`config.mk`:
```
export PLATFORM = sky130hd
export DESIGN_NAME = pohc_top
export DESIGN_NICKNAME = d
export VERILOG_FILES = /design/src/include/pohc_pkg.sv /design/src/logic/pohc_top.sv
export SDC_FILE = /design/constraint.sdc
export NUM_CORES = 1
export LEC_CHECK = 0
export BUFFER_PORTS_ARGS = -buffer_cell sky130_fd_sc_hd__buf_4
export CORE_MARGIN = 2
export CORE_UTILIZATION = 45
export CTS_BUF_LIST = sky130_fd_sc_hd__clkbuf_4
export CTS_CLUSTER_DIAMETER = 120
export DETAILED_ROUTE_END_ITERATION = 8
export PLACE_DENSITY = 0.66
export SYNTH_ARGS = -nofsm -noshare
export SYNTH_HDL_FRONTEND = slang
export SYNTH_SLANG_ARGS = --single-unit
```
`constraint.sdc`:
```
create_clock -name clk_i -period 4.5 [get_ports clk_i]
set_clock_uncertainty 0.1 [all_clocks]
set_input_delay 0.225 -clock clk_i [delete_from_list [all_inputs] [get_ports clk_i]]
set_output_delay 0.225 -clock clk_i [all_outputs]
set_load 0.02 [all_outputs]
```
`src/include/pohc_pkg.sv`:
```
// Constants for the pin output and hold control block.
// Assumes one 200 MHz clock and a register port driven by the command interpreter.
package pohc_pkg;
   // ==========================================
   // Geometry
   localparam int unsigned LINES = 20;
   localparam int unsigned HOLD_LINES = 13;
   localparam int unsigned HOLD_W = 13;
   localparam int unsigned PWM_W = 10;
   localparam int unsigned IDX_W = 5;
   localparam logic [19:0] TH_MAP_MASK = 20'h07FFF;
   localparam logic [19:0] SMT_MAP_MASK = 20'hFFFFF;
   // ==========================================
   // Register indices
   localparam logic [4:0] IDX_BLINK = 5'h00;
   localparam logic [4:0] IDX_PULL_EN = 5'h01;
   localparam logic [4:0] IDX_PULL_DIR = 5'h02;
   localparam logic [4:0] IDX_DRIVE = 5'h03;
   localparam logic [4:0] IDX_AREF = 5'h04;
   localparam logic [4:0] IDX_PWM_A = 5'h05;
   localparam logic [4:0] IDX_PWM_B = 5'h06;
   localparam logic [4:0] IDX_OUT_WORD = 5'h07;
   localparam logic [4:0] IDX_OUT_MASK = 5'h08;
   localparam logic [4:0] IDX_HOLD0 = 5'h09;
   localparam logic [4:0] IDX_HOLD_LAST = 5'h15;
   // ==========================================
   // Reset values and hold limit
   localparam logic [7:0] RST_BLINK = 8'h00;
   localparam logic [19:0] RST_PULL_EN = 20'h00000;
   localparam logic [19:0] RST_PULL_DIR = 20'h00000;
   localparam logic [19:0] RST_DRIVE = 20'h00000;
   localparam logic RST_AREF = 1'b1;
   localparam logic [9:0] RST_PWM = 10'h000;
   localparam logic [19:0] RST_OUT_MASK = 20'hFFFFF;
   localparam logic [12:0] RST_HOLD = 13'h0000;
   localparam logic [12:0] HOLD_MAX = 13'h1770;
   // ==========================================
   // Timing
   localparam int unsigned CLK_KHZ = 200000;
   localparam int unsigned TICK10_MS = 10;
   localparam int unsigned TICK10_CYCLES = TICK10_MS * CLK_KHZ;
   localparam int unsigned BLINK_DEFAULT_MS = 250;
   localparam logic [7:0] BLINK_DEFAULT_TICKS = 8'(BLINK_DEFAULT_MS / TICK10_MS);
   localparam int unsigned HOLD_UNIT_MS = 100;
   localparam logic [3:0] TICKS_PER_HOLD_UNIT = 4'(HOLD_UNIT_MS / TICK10_MS);
   // ==========================================
   // Map bit to line number
   localparam logic [4:0] BIT_TO_LINE [LINES] = '{
      5'h04, 5'h03, 5'h02, 5'h01, 5'h00, 5'h06, 5'h08, 5'h0E, 5'h05, 5'h09,
      5'h0C, 5'h0A, 5'h0B, 5'h07, 5'h0D, 5'h0F, 5'h10, 5'h11, 5'h12, 5'h13};
endpackage

```
`src/logic/pohc_top.sv`:
```
// Pin output and hold control: blink timer, pull and drive maps, PWM, masked outputs.
// Assumes the command interpreter and per-line function decode share clk_i.
//
// Operation
// - Joined and indicator enabled: blink with equal halves, 250 ms when setting zero.
// - Non-zero blink setting gives half-period of setting times 10 ms.
// - Pull resistors only on lines configured as digital inputs.
// - Pull-enable map bit 1 enables the line's resistor, 0 disables.
// - Map bits 0-9 are lines 4,3,2,1,0,6,8,data-in,5,9.
// - Per-line maps are 15 bits on through-hole, 20 on surface-mount.
// - Enabled resistor pulls up for direction bit 1, down for 0.
// - Drive bit set gives 6 mA, clear 2 mA; map resets to zero.
// - Analog reference 0 selects 1.25 V, 1 selects 2.5 V, default 1.
// - Line 10 PWM function outputs duty from first 10-bit setting.
// - Line 11 PWM function outputs duty from second 10-bit setting.
// - Output-level word drives line n from bit n, bits 0 to 19 on surface-mount, 0 to 14 on through-hole.
// - Output-level bit applies only where output mask bit is set.
// - Level held for hold time in 100 ms units, then reverts to default.
// - Lines 0 to 12 each own an independent hold-time setting.
// - Hold time zero keeps the written level indefinitely.
`timescale 1ns/1ps
module pohc_top #(
   parameter int unsigned TICK10_CYCLES = pohc_pkg::TICK10_CYCLES
) (
   input wire logic clk_i,
   input wire logic reset_n_i,
   input wire logic smt_variant_i,
   input wire logic reg_wr_i,
   input wire logic reg_rd_i,
   input wire logic [4:0] reg_index_i,
   input wire logic [19:0] reg_wdata_i,
   output logic [19:0] reg_rdata_o,
   output logic reg_rvalid_o,
   input wire logic network_joined_i,
   input wire logic indicator_pin_function_i,
   input wire logic line10_function_i,
   input wire logic line11_function_i,
   input wire logic [19:0] line_digital_in_i,
   input wire logic [19:0] line_default_high_i,
   output logic association_indicator_line_o,
   output logic pwm_a_output_o,
   output logic pwm_b_output_o,
   output logic analog_reference_select_o,
   output logic [19:0] pull_enable_o,
   output logic [19:0] pull_up_o,
   output logic [19:0] drive_6ma_o,
   output logic [19:0] line_level_o
);
   localparam int unsigned PRE_W = $clog2(TICK10_CYCLES + 1);

   // ==========================================
   // Register file
   logic [7:0] indicator_blink_time_r;
   logic [19:0] pull_enable_map_r;
   logic [19:0] pull_direction_map_r;
   logic [19:0] drive_strength_map_r;
   logic analog_reference_select_r;
   logic [9:0] pwm_a_duty_r;
   logic [9:0] pwm_b_duty_r;
   logic [19:0] output_mask_r;
   logic [12:0] hold_time_r [pohc_pkg::HOLD_LINES];
   logic [19:0] map_mask;
   logic [19:0] map_wdata;
   logic out_word_wr;

   assign map_mask = smt_variant_i ? pohc_pkg::SMT_MAP_MASK : pohc_pkg::TH_MAP_MASK;
   assign map_wdata = reg_wdata_i & map_mask;
   assign out_word_wr = reg_wr_i && (reg_index_i == pohc_pkg::IDX_OUT_WORD);

   always_ff @(posedge clk_i or negedge reset_n_i) begin
      if (!reset_n_i) begin
         indicator_blink_time_r <= pohc_pkg::RST_BLINK;
         pull_enable_map_r <= pohc_pkg::RST_PULL_EN;
         pull_direction_map_r <= pohc_pkg::RST_PULL_DIR;
         drive_strength_map_r <= pohc_pkg::RST_DRIVE;
         analog_reference_select_r <= pohc_pkg::RST_AREF;
         pwm_a_duty_r <= pohc_pkg::RST_PWM;
         pwm_b_duty_r <= pohc_pkg::RST_PWM;
         output_mask_r <= pohc_pkg::RST_OUT_MASK;
      end else if (reg_wr_i) begin
         case (reg_index_i)
            pohc_pkg::IDX_BLINK: indicator_blink_time_r <= reg_wdata_i[7:0];
            pohc_pkg::IDX_PULL_EN: pull_enable_map_r <= map_wdata;
            pohc_pkg::IDX_PULL_DIR: pull_direction_map_r <= map_wdata;
            pohc_pkg::IDX_DRIVE: drive_strength_map_r <= map_wdata;
            pohc_pkg::IDX_AREF: analog_reference_select_r <= reg_wdata_i[0];
            pohc_pkg::IDX_PWM_A: pwm_a_duty_r <= reg_wdata_i[9:0];
            pohc_pkg::IDX_PWM_B: pwm_b_duty_r <= reg_wdata_i[9:0];
            pohc_pkg::IDX_OUT_MASK: output_mask_r <= map_wdata;
            default: begin
            end
         endcase
      end
   end

   // Hold settings, one per line 0 to 12
   always_ff @(posedge clk_i or negedge reset_n_i) begin
      if (!reset_n_i) begin
         for (int i = 0; i < pohc_pkg::HOLD_LINES; i++) begin
            hold_time_r[i] <= pohc_pkg::RST_HOLD;
         end
      end else begin
         for (int i = 0; i < pohc_pkg::HOLD_LINES; i++) begin
            if (reg_wr_i && (reg_index_i == pohc_pkg::IDX_HOLD0 + 5'(i))) begin
               // Out-of-range values saturate rather than exceed the longest hold
               hold_time_r[i] <= (reg_wdata_i[12:0] > pohc_pkg::HOLD_MAX) ?
                  pohc_pkg::HOLD_MAX : reg_wdata_i[12:0];
            end
         end
      end
   end

   // ==========================================
   // Read port, data one cycle after the strobe
   logic [19:0] rd_mux;

   always_comb begin
      rd_mux = 20'h00000;
      case (reg_index_i)
         pohc_pkg::IDX_BLINK: rd_mux = {12'h000, indicator_blink_time_r};
         pohc_pkg::IDX_PULL_EN: rd_mux = pull_enable_map_r & map_mask;
         pohc_pkg::IDX_PULL_DIR: rd_mux = pull_direction_map_r & map_mask;
         pohc_pkg::IDX_DRIVE: rd_mux = drive_strength_map_r & map_mask;
         pohc_pkg::IDX_AREF: rd_mux = {19'h00000, analog_reference_select_r};
         pohc_pkg::IDX_PWM_A: rd_mux = {10'h000, pwm_a_duty_r};
         pohc_pkg::IDX_PWM_B: rd_mux = {10'h000, pwm_b_duty_r};
         pohc_pkg::IDX_OUT_MASK: rd_mux = output_mask_r & map_mask;
         default: begin
            if (reg_index_i >= pohc_pkg::IDX_HOLD0 && reg_index_i <= pohc_pkg::IDX_HOLD_LAST) begin
               rd_mux = {7'h00, hold_time_r[4'(reg_index_i - pohc_pkg::IDX_HOLD0)]};
            end
         end
      endcase
   end

   always_ff @(posedge clk_i or negedge reset_n_i) begin
      if (!reset_n_i) begin
         reg_rdata_o <= 20'h00000;
         reg_rvalid_o <= 1'b0;
      end else begin
         reg_rvalid_o <= reg_rd_i;
         if (reg_rd_i) begin
            reg_rdata_o <= rd_mux;
         end
      end
   end

   // ==========================================
   // 10 ms and 100 ms ticks
   logic [PRE_W-1:0] pre_r;
   logic [3:0] unit_r;
   logic tick10;
   logic tick100;

   assign tick10 = (pre_r == PRE_W'(TICK10_CYCLES - 1));
   assign tick100 = tick10 && (unit_r == pohc_pkg::TICKS_PER_HOLD_UNIT - 4'h1);

   always_ff @(posedge clk_i or negedge reset_n_i) begin
      if (!reset_n_i) begin
         pre_r <= '0;
         unit_r <= 4'h0;
      end else begin
         pre_r <= tick10 ? '0 : pre_r + PRE_W'(1);
         if (tick100) begin
            unit_r <= 4'h0;
         end else if (tick10) begin
            unit_r <= unit_r + 4'h1;
         end
      end
   end

   // ==========================================
   // Association indicator blink
   logic [7:0] blink_cnt_r;
   logic blink_r;
   logic blink_run;
   logic [7:0] half_ticks;

   assign blink_run = indicator_pin_function_i && network_joined_i;
   assign half_ticks = (indicator_blink_time_r == 8'h00) ?
      pohc_pkg::BLINK_DEFAULT_TICKS : indicator_blink_time_r;

   always_ff @(posedge clk_i or negedge reset_n_i) begin
      if (!reset_n_i) begin
         blink_cnt_r <= 8'h00;
         blink_r <= 1'b0;
      end else if (!blink_run) begin
         blink_cnt_r <= 8'h00;
         blink_r <= 1'b0;
      end else if (tick10) begin
         // Setting change takes effect at the next half-period boundary at latest
         if (blink_cnt_r + 8'h01 >= half_ticks) begin
            blink_cnt_r <= 8'h00;
            blink_r <= ~blink_r;
         end else begin
            blink_cnt_r <= blink_cnt_r + 8'h01;
         end
      end
   end

   assign association_indicator_line_o = blink_r;

   // ==========================================
   // PWM, period of 1024 clocks
   logic [9:0] pwm_cnt_r;
   logic pwm_a_r;
   logic pwm_b_r;

   always_ff @(posedge clk_i or negedge reset_n_i) begin
      if (!reset_n_i) begin
         pwm_cnt_r <= 10'h000;
         pwm_a_r <= 1'b0;
         pwm_b_r <= 1'b0;
      end else begin
         pwm_cnt_r <= pwm_cnt_r + 10'h001;
         pwm_a_r <= line10_function_i && (pwm_cnt_r < pwm_a_duty_r);
         pwm_b_r <= line11_function_i && (pwm_cnt_r < pwm_b_duty_r);
      end
   end

   assign pwm_a_output_o = pwm_a_r;
   assign pwm_b_output_o = pwm_b_r;
   assign analog_reference_select_o = analog_reference_select_r;

   // ==========================================
   // Pull and drive, map bit order to line order
   always_ff @(posedge clk_i or negedge reset_n_i) begin
      if (!reset_n_i) begin
         pull_enable_o <= 20'h00000;
         pull_up_o <= 20'h00000;
         drive_6ma_o <= 20'h00000;
      end else begin
         for (int b = 0; b < pohc_pkg::LINES; b++) begin
            pull_enable_o[pohc_pkg::BIT_TO_LINE[b]] <= pull_enable_map_r[b] & map_mask[b]
               & line_digital_in_i[pohc_pkg::BIT_TO_LINE[b]];
            pull_up_o[pohc_pkg::BIT_TO_LINE[b]] <= pull_direction_map_r[b];
            drive_6ma_o[pohc_pkg::BIT_TO_LINE[b]] <= drive_strength_map_r[b];
         end
      end
   end

   // ==========================================
   // Masked output control with hold timers
   logic [19:0] forced_r;
   logic [19:0] forced_level_r;
   logic [12:0] hold_cnt_r [pohc_pkg::HOLD_LINES];

   always_ff @(posedge clk_i or negedge reset_n_i) begin
      if (!reset_n_i) begin
         forced_r <= 20'h00000;
         forced_level_r <= 20'h00000;
         for (int i = 0; i < pohc_pkg::HOLD_LINES; i++) begin
            hold_cnt_r[i] <= 13'h0000;
         end
      end else begin
         for (int n = 0; n < pohc_pkg::HOLD_LINES; n++) begin
            if (out_word_wr && output_mask_r[n] && map_mask[n]) begin
               forced_r[n] <= 1'b1;
               forced_level_r[n] <= reg_wdata_i[n];
               hold_cnt_r[n] <= hold_time_r[n];
            end else if (tick100 && forced_r[n] && hold_cnt_r[n] != 13'h0000) begin
               // Zero count means no timeout, so only a running count reverts
               hold_cnt_r[n] <= hold_cnt_r[n] - 13'h0001;
               if (hold_cnt_r[n] == 13'h0001) begin
                  forced_r[n] <= 1'b0;
               end
            end
         end
         // Lines 13 to 19 have no hold setting, so a written level stays
         for (int n = pohc_pkg::HOLD_LINES; n < pohc_pkg::LINES; n++) begin
            if (out_word_wr && output_mask_r[n] && map_mask[n]) begin
               forced_r[n] <= 1'b1;
               forced_level_r[n] <= reg_wdata_i[n];
            end
         end
      end
   end

   always_ff @(posedge clk_i or negedge reset_n_i) begin
      if (!reset_n_i) begin
         line_level_o <= 20'h00000;
      end else begin
         for (int n = 0; n < pohc_pkg::LINES; n++) begin
            line_level_o[n] <= forced_r[n] ? forced_level_r[n] : line_default_high_i[n];
         end
      end
   end
endmodule

```
# After elaboration in Yosys (flattened, before gate mapping)
# Cells that the tools add are included.
# classes
n_addsub,18
n_lt_le_gt_ge,7
eq_ne,38
mux,102
n_bitwise,47
n_reduce_logical,149
# ops
cell,count
$mux 13,30
$eq 13x1->1 const B,13
$reduce_bool 13->1,13
$sub 13x1->13 const B,13
$pmux 20 s8,1
$and 20x20->20,5
$logic_and 1x1->1,85
$mux 1,62
$reduce_bool 2->1,27
$bmux 13 s4,1
$reduce_and 2->1,22
$and 1x1->1,40
$eq 5x4->1 const B,8
$mux 8,4
$eq 5x5->1 const B,6
$add 21x1->21 const B,1
$eq 21x21->1 const B,1
$mux 21,1
$eq 5x3->1 const B,4
$lt 10x10->1,2
$mux 20,1
$gt 13x13->1 const B,1
$add 10x1->10 const B,1
$eq 5x2->1 const B,2
other kinds (16),17
# word_totals
regBits,634
input_bits,74
out_inout_bits,105
word_cells,448

# Logic depth before layout (Yosys ltp)
# logic_depth
depth_word,7
depth_mapped,12
depth_no_buf,11

# Worst setup path after synthesis
# OpenSTA, ideal clock, no wires.
# synth_timing
path_kind,input port to flip-flop
startpoint,input port reg_index_i[0]
endpoint,register reg_rdata_o[6]
setup_time_ps,129
arrival_ps,2822
t_required_ps,4271
path_slack_ps,1449
cell_stages,11
n_path_buf,4
path_cell_list,clkbuf_1 -> clkbuf_1 -> inv_1 -> ha_1 -> clkbuf_1 -> clkbuf_1 -> mux4_2 -> nand2_1 -> a21oi_1 -> o21ai_0 -> a21oi_1
# synth_between
elab_chain_len,7
# synth_rtl
element,line_no,rtl
start: declaration,pohc_top.sv:30,"input wire logic [4:0] reg_index_i,"
$sub 4x4->4,pohc_top.sv:130,"rd_mux = {7'h00, hold_time_r[4'(reg_index_i - pohc_pkg::IDX_HOLD0)]};"
$not 4->5 (implied by the code),pohc_top.sv:130,
$bmux 13 s4,pohc_top.sv:130,
$mux 13 (implied by the code) (2 in a row),pohc_top.sv:130,
$mux 13,pohc_top.sv:129,if (reg_index_i >= pohc_pkg::IDX_HOLD0 && reg_index_i <= pohc_pkg::IDX_HOLD_LAST) begin
$pmux 20 s8 (*),pohc_top.sv:119,case (reg_index_i)
end signal: assignment,pohc_top.sv:143,reg_rdata_o <= rd_mux;
end: declaration,pohc_top.sv:32,"output logic [19:0] reg_rdata_o,"
# Mark *: on every way between the ends. The rest lies on a longest branch, timed or not. The select of a mux whose other input is x is not followed.
# A chain may end at the register's enable or synchronous reset.

# Worst setup path after layout
# layout_timing
startpoint,register indicator_blink_time_r[4]
endpoint,register blink_r (netlist: association_indicator_line_o)
# layout_between
elab_chain_len,5
# layout_rtl
element,line_no,rtl
start: declaration,pohc_top.sv:53,logic [7:0] indicator_blink_time_r;
start signal: assignment,pohc_top.sv:72,indicator_blink_time_r <= pohc_pkg::RST_BLINK;
start signal: assignment,pohc_top.sv:82,pohc_pkg::IDX_BLINK: indicator_blink_time_r <= reg_wdata_i[7:0];
$logic_not 8->1,pohc_top.sv:180,assign half_ticks = (indicator_blink_time_r == 8'h00) ?
$mux 8 (*),pohc_top.sv:180,
$ge 8x8->1 (*),pohc_top.sv:192,if (blink_cnt_r + 8'h01 >= half_ticks) begin
$ne 2x1->1 (no source line) (*),n/a,
$reduce_and 2->1 (no source line) (*),n/a,
end signal: assignment,pohc_top.sv:194,blink_r <= ~blink_r;
end: declaration,pohc_top.sv:175,logic blink_r;
# Mark *: on every way between the ends. The rest lies on a longest branch, timed or not.

==> out/results.ini <==
[timing]
final_clock_period_utilization_by_the_worst_path_pct = 77.8
finalMaxSlewViolations = 0
final_critical_path_setup_slack_ns = 1.00
fin_setup_tns_ns = 0
timing.fmax_mhz = 286
setup-violations-final = 0
grt_setup_unrepaired = false
maxSlewHeadroom_pct = 15.9
least_margin_pin_slew_ns = 1.26
finalCriticalPeriod_ns = 3.50
worst_hold_slack_ns = 0.0990
report.final.hold_viol_count = 0

[hold_path]
min-delay-start = reg_wr_i
worst_hold_path_class = input pin to flop
hold_path_depth = 6
worst_hold_path.endpoint = hold_time_r[103]$_DFFE_PN0P_

[synthesis]
netlist_area_sq_um = 29900
synthFlopType = dfrtp_1
asyncSetResetFlopFracSynth_pct = 100
post_synth_top_area_share_pct = 51.3
netlist.top_cell.by_area = dfrtp_1
post_synth_inst_count = 2915
synth-warning-count = 0
synth.yosys.seq_area_share_pct = 53.2
synthTopCellsByCount = 613 x dfrtp_1, 447 x nand2_1, 252 x o21ai_0
synth_fp_nets = 3050
post_synth.cell_area_avg_sq_um = 10.3
synth_area_leaders = dfrtp_1 51%, nand2_1 5.6%, mux2_2 4.7%
synth_edf_count = 0
synth.lib_cells_used.distinct = 79
most_frequent_cell_after_synthesis = dfrtp_1
synth.ff_latch_count = 634

[clocking]
number_of_gates_resized_after_cts = 0
number_of_buffers_created_by_cts = 169
cts.path.max_buffers = 3
clkTransAtPathRegs_ns = 0.07
cts_num_sinks = 634
cts_setup_buffers = 0
cts_root_buffer = clkbuf_4
insertion_delay_ns = 1.07
clock_tree.htree_level_count = 4
cts_tree = done

[route]
via_per_inst = 5.75
postRouteAntennaNets = 0
detailedRoute.firstIterationViolations = 2310
remaining_design_rule_violation_count = 0
routed_wl_mm = 95.7
drt_first_pass_iters = 6
drt-wirelength-per-cell_um = 22.2
route.vias.total = 24800

[pwr]
power_per_cell_area_nw_per_um2 = 409
p_total_mw = 14.7
vdd_ir_drop_max_v = 0.000175
p_leak_nw = 15.7

[critical_path]
max_stage_delay_ns = 0.59
worst_setup_path_end_kind = flop
timing.critical_path.slowest_stage_cell = dlygate4sd3_1
timing.rr.start = indicator_blink_time_r[4]$_DFFE_PN0P_
required_time_of_the_critical_path_ns = 5.30
worst-r2r-cell-count = 11
arrival_ns = 4.30
setup.reg_to_reg.worst_slack_ns = 1.0
timing.critical_path.fanout_max = 10
setup.worst_path.start_class = flop
timing.setup.critical_path_class = flop to flop
cp_cell_sequence = or4_1 > nor2_1 > or2_2 > ha_1 > nand2b_1 > a21o_1 > a211oi_1 > o21ai_1 > a21oi_1 > o22ai_1 > dlygate4sd3_1
reg2reg_to = association_indicator_line_o$_DFFE_PN0P_

[global_routing]
number_of_global_route_vias_before_repair = 24400
grt_first_pass_wirelength_mm = 146
maximum_number_of_pins_on_one_net_before_global_route_repair = 141
globalRoute.totalOverflow = 0
antenna_found_initial = 3
gr-usage-all-layers_pct = 28.5

[placed_design]
numPortBuffers = 178
detailed_place.area_sq_um = 32100
dp_worst_setup_slack_ns = 1.23
dp_hpwl_mm = 64.7
gp_congestion = 0.938

[layout]
filler_cell_count = 5688
final_layout_size_suffix_gt1_share_pct = 20.7
final_design_area_no_fill_sq_um = 35900
register_area_sq_um = 15900
area_growth_pct = 20.2
multi_input_comb_area_sq_um = 13100
nets = 3456

[job]
cap_viol_max_count = 0

[run_status]
status = complete, no violations

[die]
chipHeight_um = 262
die_footprint_sq_um = 68500
fp-row-count = 94
floorplan.core_area_sq_um = 65700
floorplan.initialDensity_pct = 45.4
chipWidth_um = 262
top_level_ports = 179

==> cell usage in the layout (no fill, tap or decap), drive strengths merged, types with 51 or more instances in the layout <==
master and n:
dlygate4sd3 164, nor4 51, nand2 448, dfrtp 613, inv 91, nand3 90
xor2 56, buf 210, ha 61, a21oi 145, clkbuf 251, nor3 70
o21ai 254, nor2 236, mux2 124, xnor2 112
==> registers in the layout (all words and copies together), names as in the netlist, 4 cells and up <==
| register | cells |
|---|---|
| drive_strength_map_r | 20 |
| indicator_blink_time_r | 8 |
| forced_level_r | 20 |
| reg_rdata_o | 20 |
| pwm_a_duty_r | 10 |
| pull_up_o | 20 |
| forced_r | 20 |
| hold_time_r | 169 |
| pwm_b_duty_r | 10 |
| blink_cnt_r | 8 |
| line_level_o | 20 |
| hold_cnt_r | 169 |
| drive_6ma_o | 20 |
| pre_r | 21 |
| pull_enable_o | 20 |
| unit_r | 4 |
| output_mask_r | 20 |
| pwm_cnt_r | 10 |
| pull_direction_map_r | 20 |
| pull_enable_map_r | 20 |
==> through the flow <==
| stage | std cells | util, % |
|---|---|---|
| 2_1_floorplan | 2915 | - |
| 3_3_place_gp | 3849 | 48.7 |
| 3_5_place_dp | 3849 | 48.7 |
| 4_1_cts | 4311 | 54.6 |
| 5_1_grt | 4317 | 54.6 |
| 6_report | 4318 | 54.6 |
==> metal layers <==
layer | wire length [um] | track usage [%] | vias up
met5 | 0 | 0 | -
met4 | 3970 | 12.3 | 0
li1 | - | - | 11200
met1 | 40100 | 38.5 | 12400
met2 | 44400 | 44.4 | 1062
met3 | 7220 | 6.29 | 230
==> kinds of logic after synthesis <==
group | Yosys count | synth area share (%)
and+or+nand+nor | 1134 | 18.4
DFF | 634 | 53.2
AOI/OAI and AO/OA | 521 | 10.0
buffers and inverters | 220 | 2.85
muxes | 177 | 8.08
xor gates and xnor gates | 168 | 4.92
adders and majority gates | 61 | 2.55
==> critical path, delay by kind of cell, from the launching register on <==
kind / cells / cell delay, ns
AOI/OAI and AO/OA: 5 / 1.00
adders and majority gates: 1 / 0.21
buffers and inverters: 1 / 0.59
DFF: 1 / 0.48
and+or+nand+nor: 4 / 1.00
==> how the worst max path moves through the flow <==
stage	start	to	slack, ns	cells after the start
finish	indicator_blink_time_r[4]$_DFFE_PN0P_	association_indicator_line_o$_DFFE_PN0P_	1.0	11
CTS	indicator_blink_time_r[4]$_DFFE_PN0P_	association_indicator_line_o$_DFFE_PN0P_	1.05	11
global placement	unit_r[1]$_DFFE_PN0P_	hold_cnt_r[44]$_DFFE_PN0P_	1.29	8
global route	blink_cnt_r[0]$_DFFE_PN0P_	association_indicator_line_o$_DFFE_PN0P_	0.82	12
detailed placement	reg_index_i[1]	forced_level_r[4]$_DFFE_PN0P_	1.23	7
floorplan	reg_index_i[0]	reg_rdata_o[6]$_DFFE_PN0P_	1.45	11
==> report_power, final <==
group          internal [mW]  switching [mW]  leakage [nW]
Sequential              6.51           0.864          7.63
Combinational          0.973            1.14          6.72
Clock                   2.69            2.52          1.30
Total                   10.2            4.53          15.7
==> area by class of cell <==
type / instances / area share, %
clock buffers: 251 / 5.25
well taps: 864 / 3.01
inverters: 81 / 0.846
flip-flops and latches: 634 / 44.2
clock inverters: 46 / 0.839
multi-input cells: 2061 / 36.6
repair buffers: 374 / 9.17
diodes: 7 / 0.0488
==> repair_timing <==
| action | CTS | global route |
|---|---|---|
| hold buffers | 165 | 0 |
| endpoints found under the hold margin | 949 | 0 |
| endpoints found under the setup margin | 0 | 0 |
No activity file was read; power rests on OpenSTA's default activity.
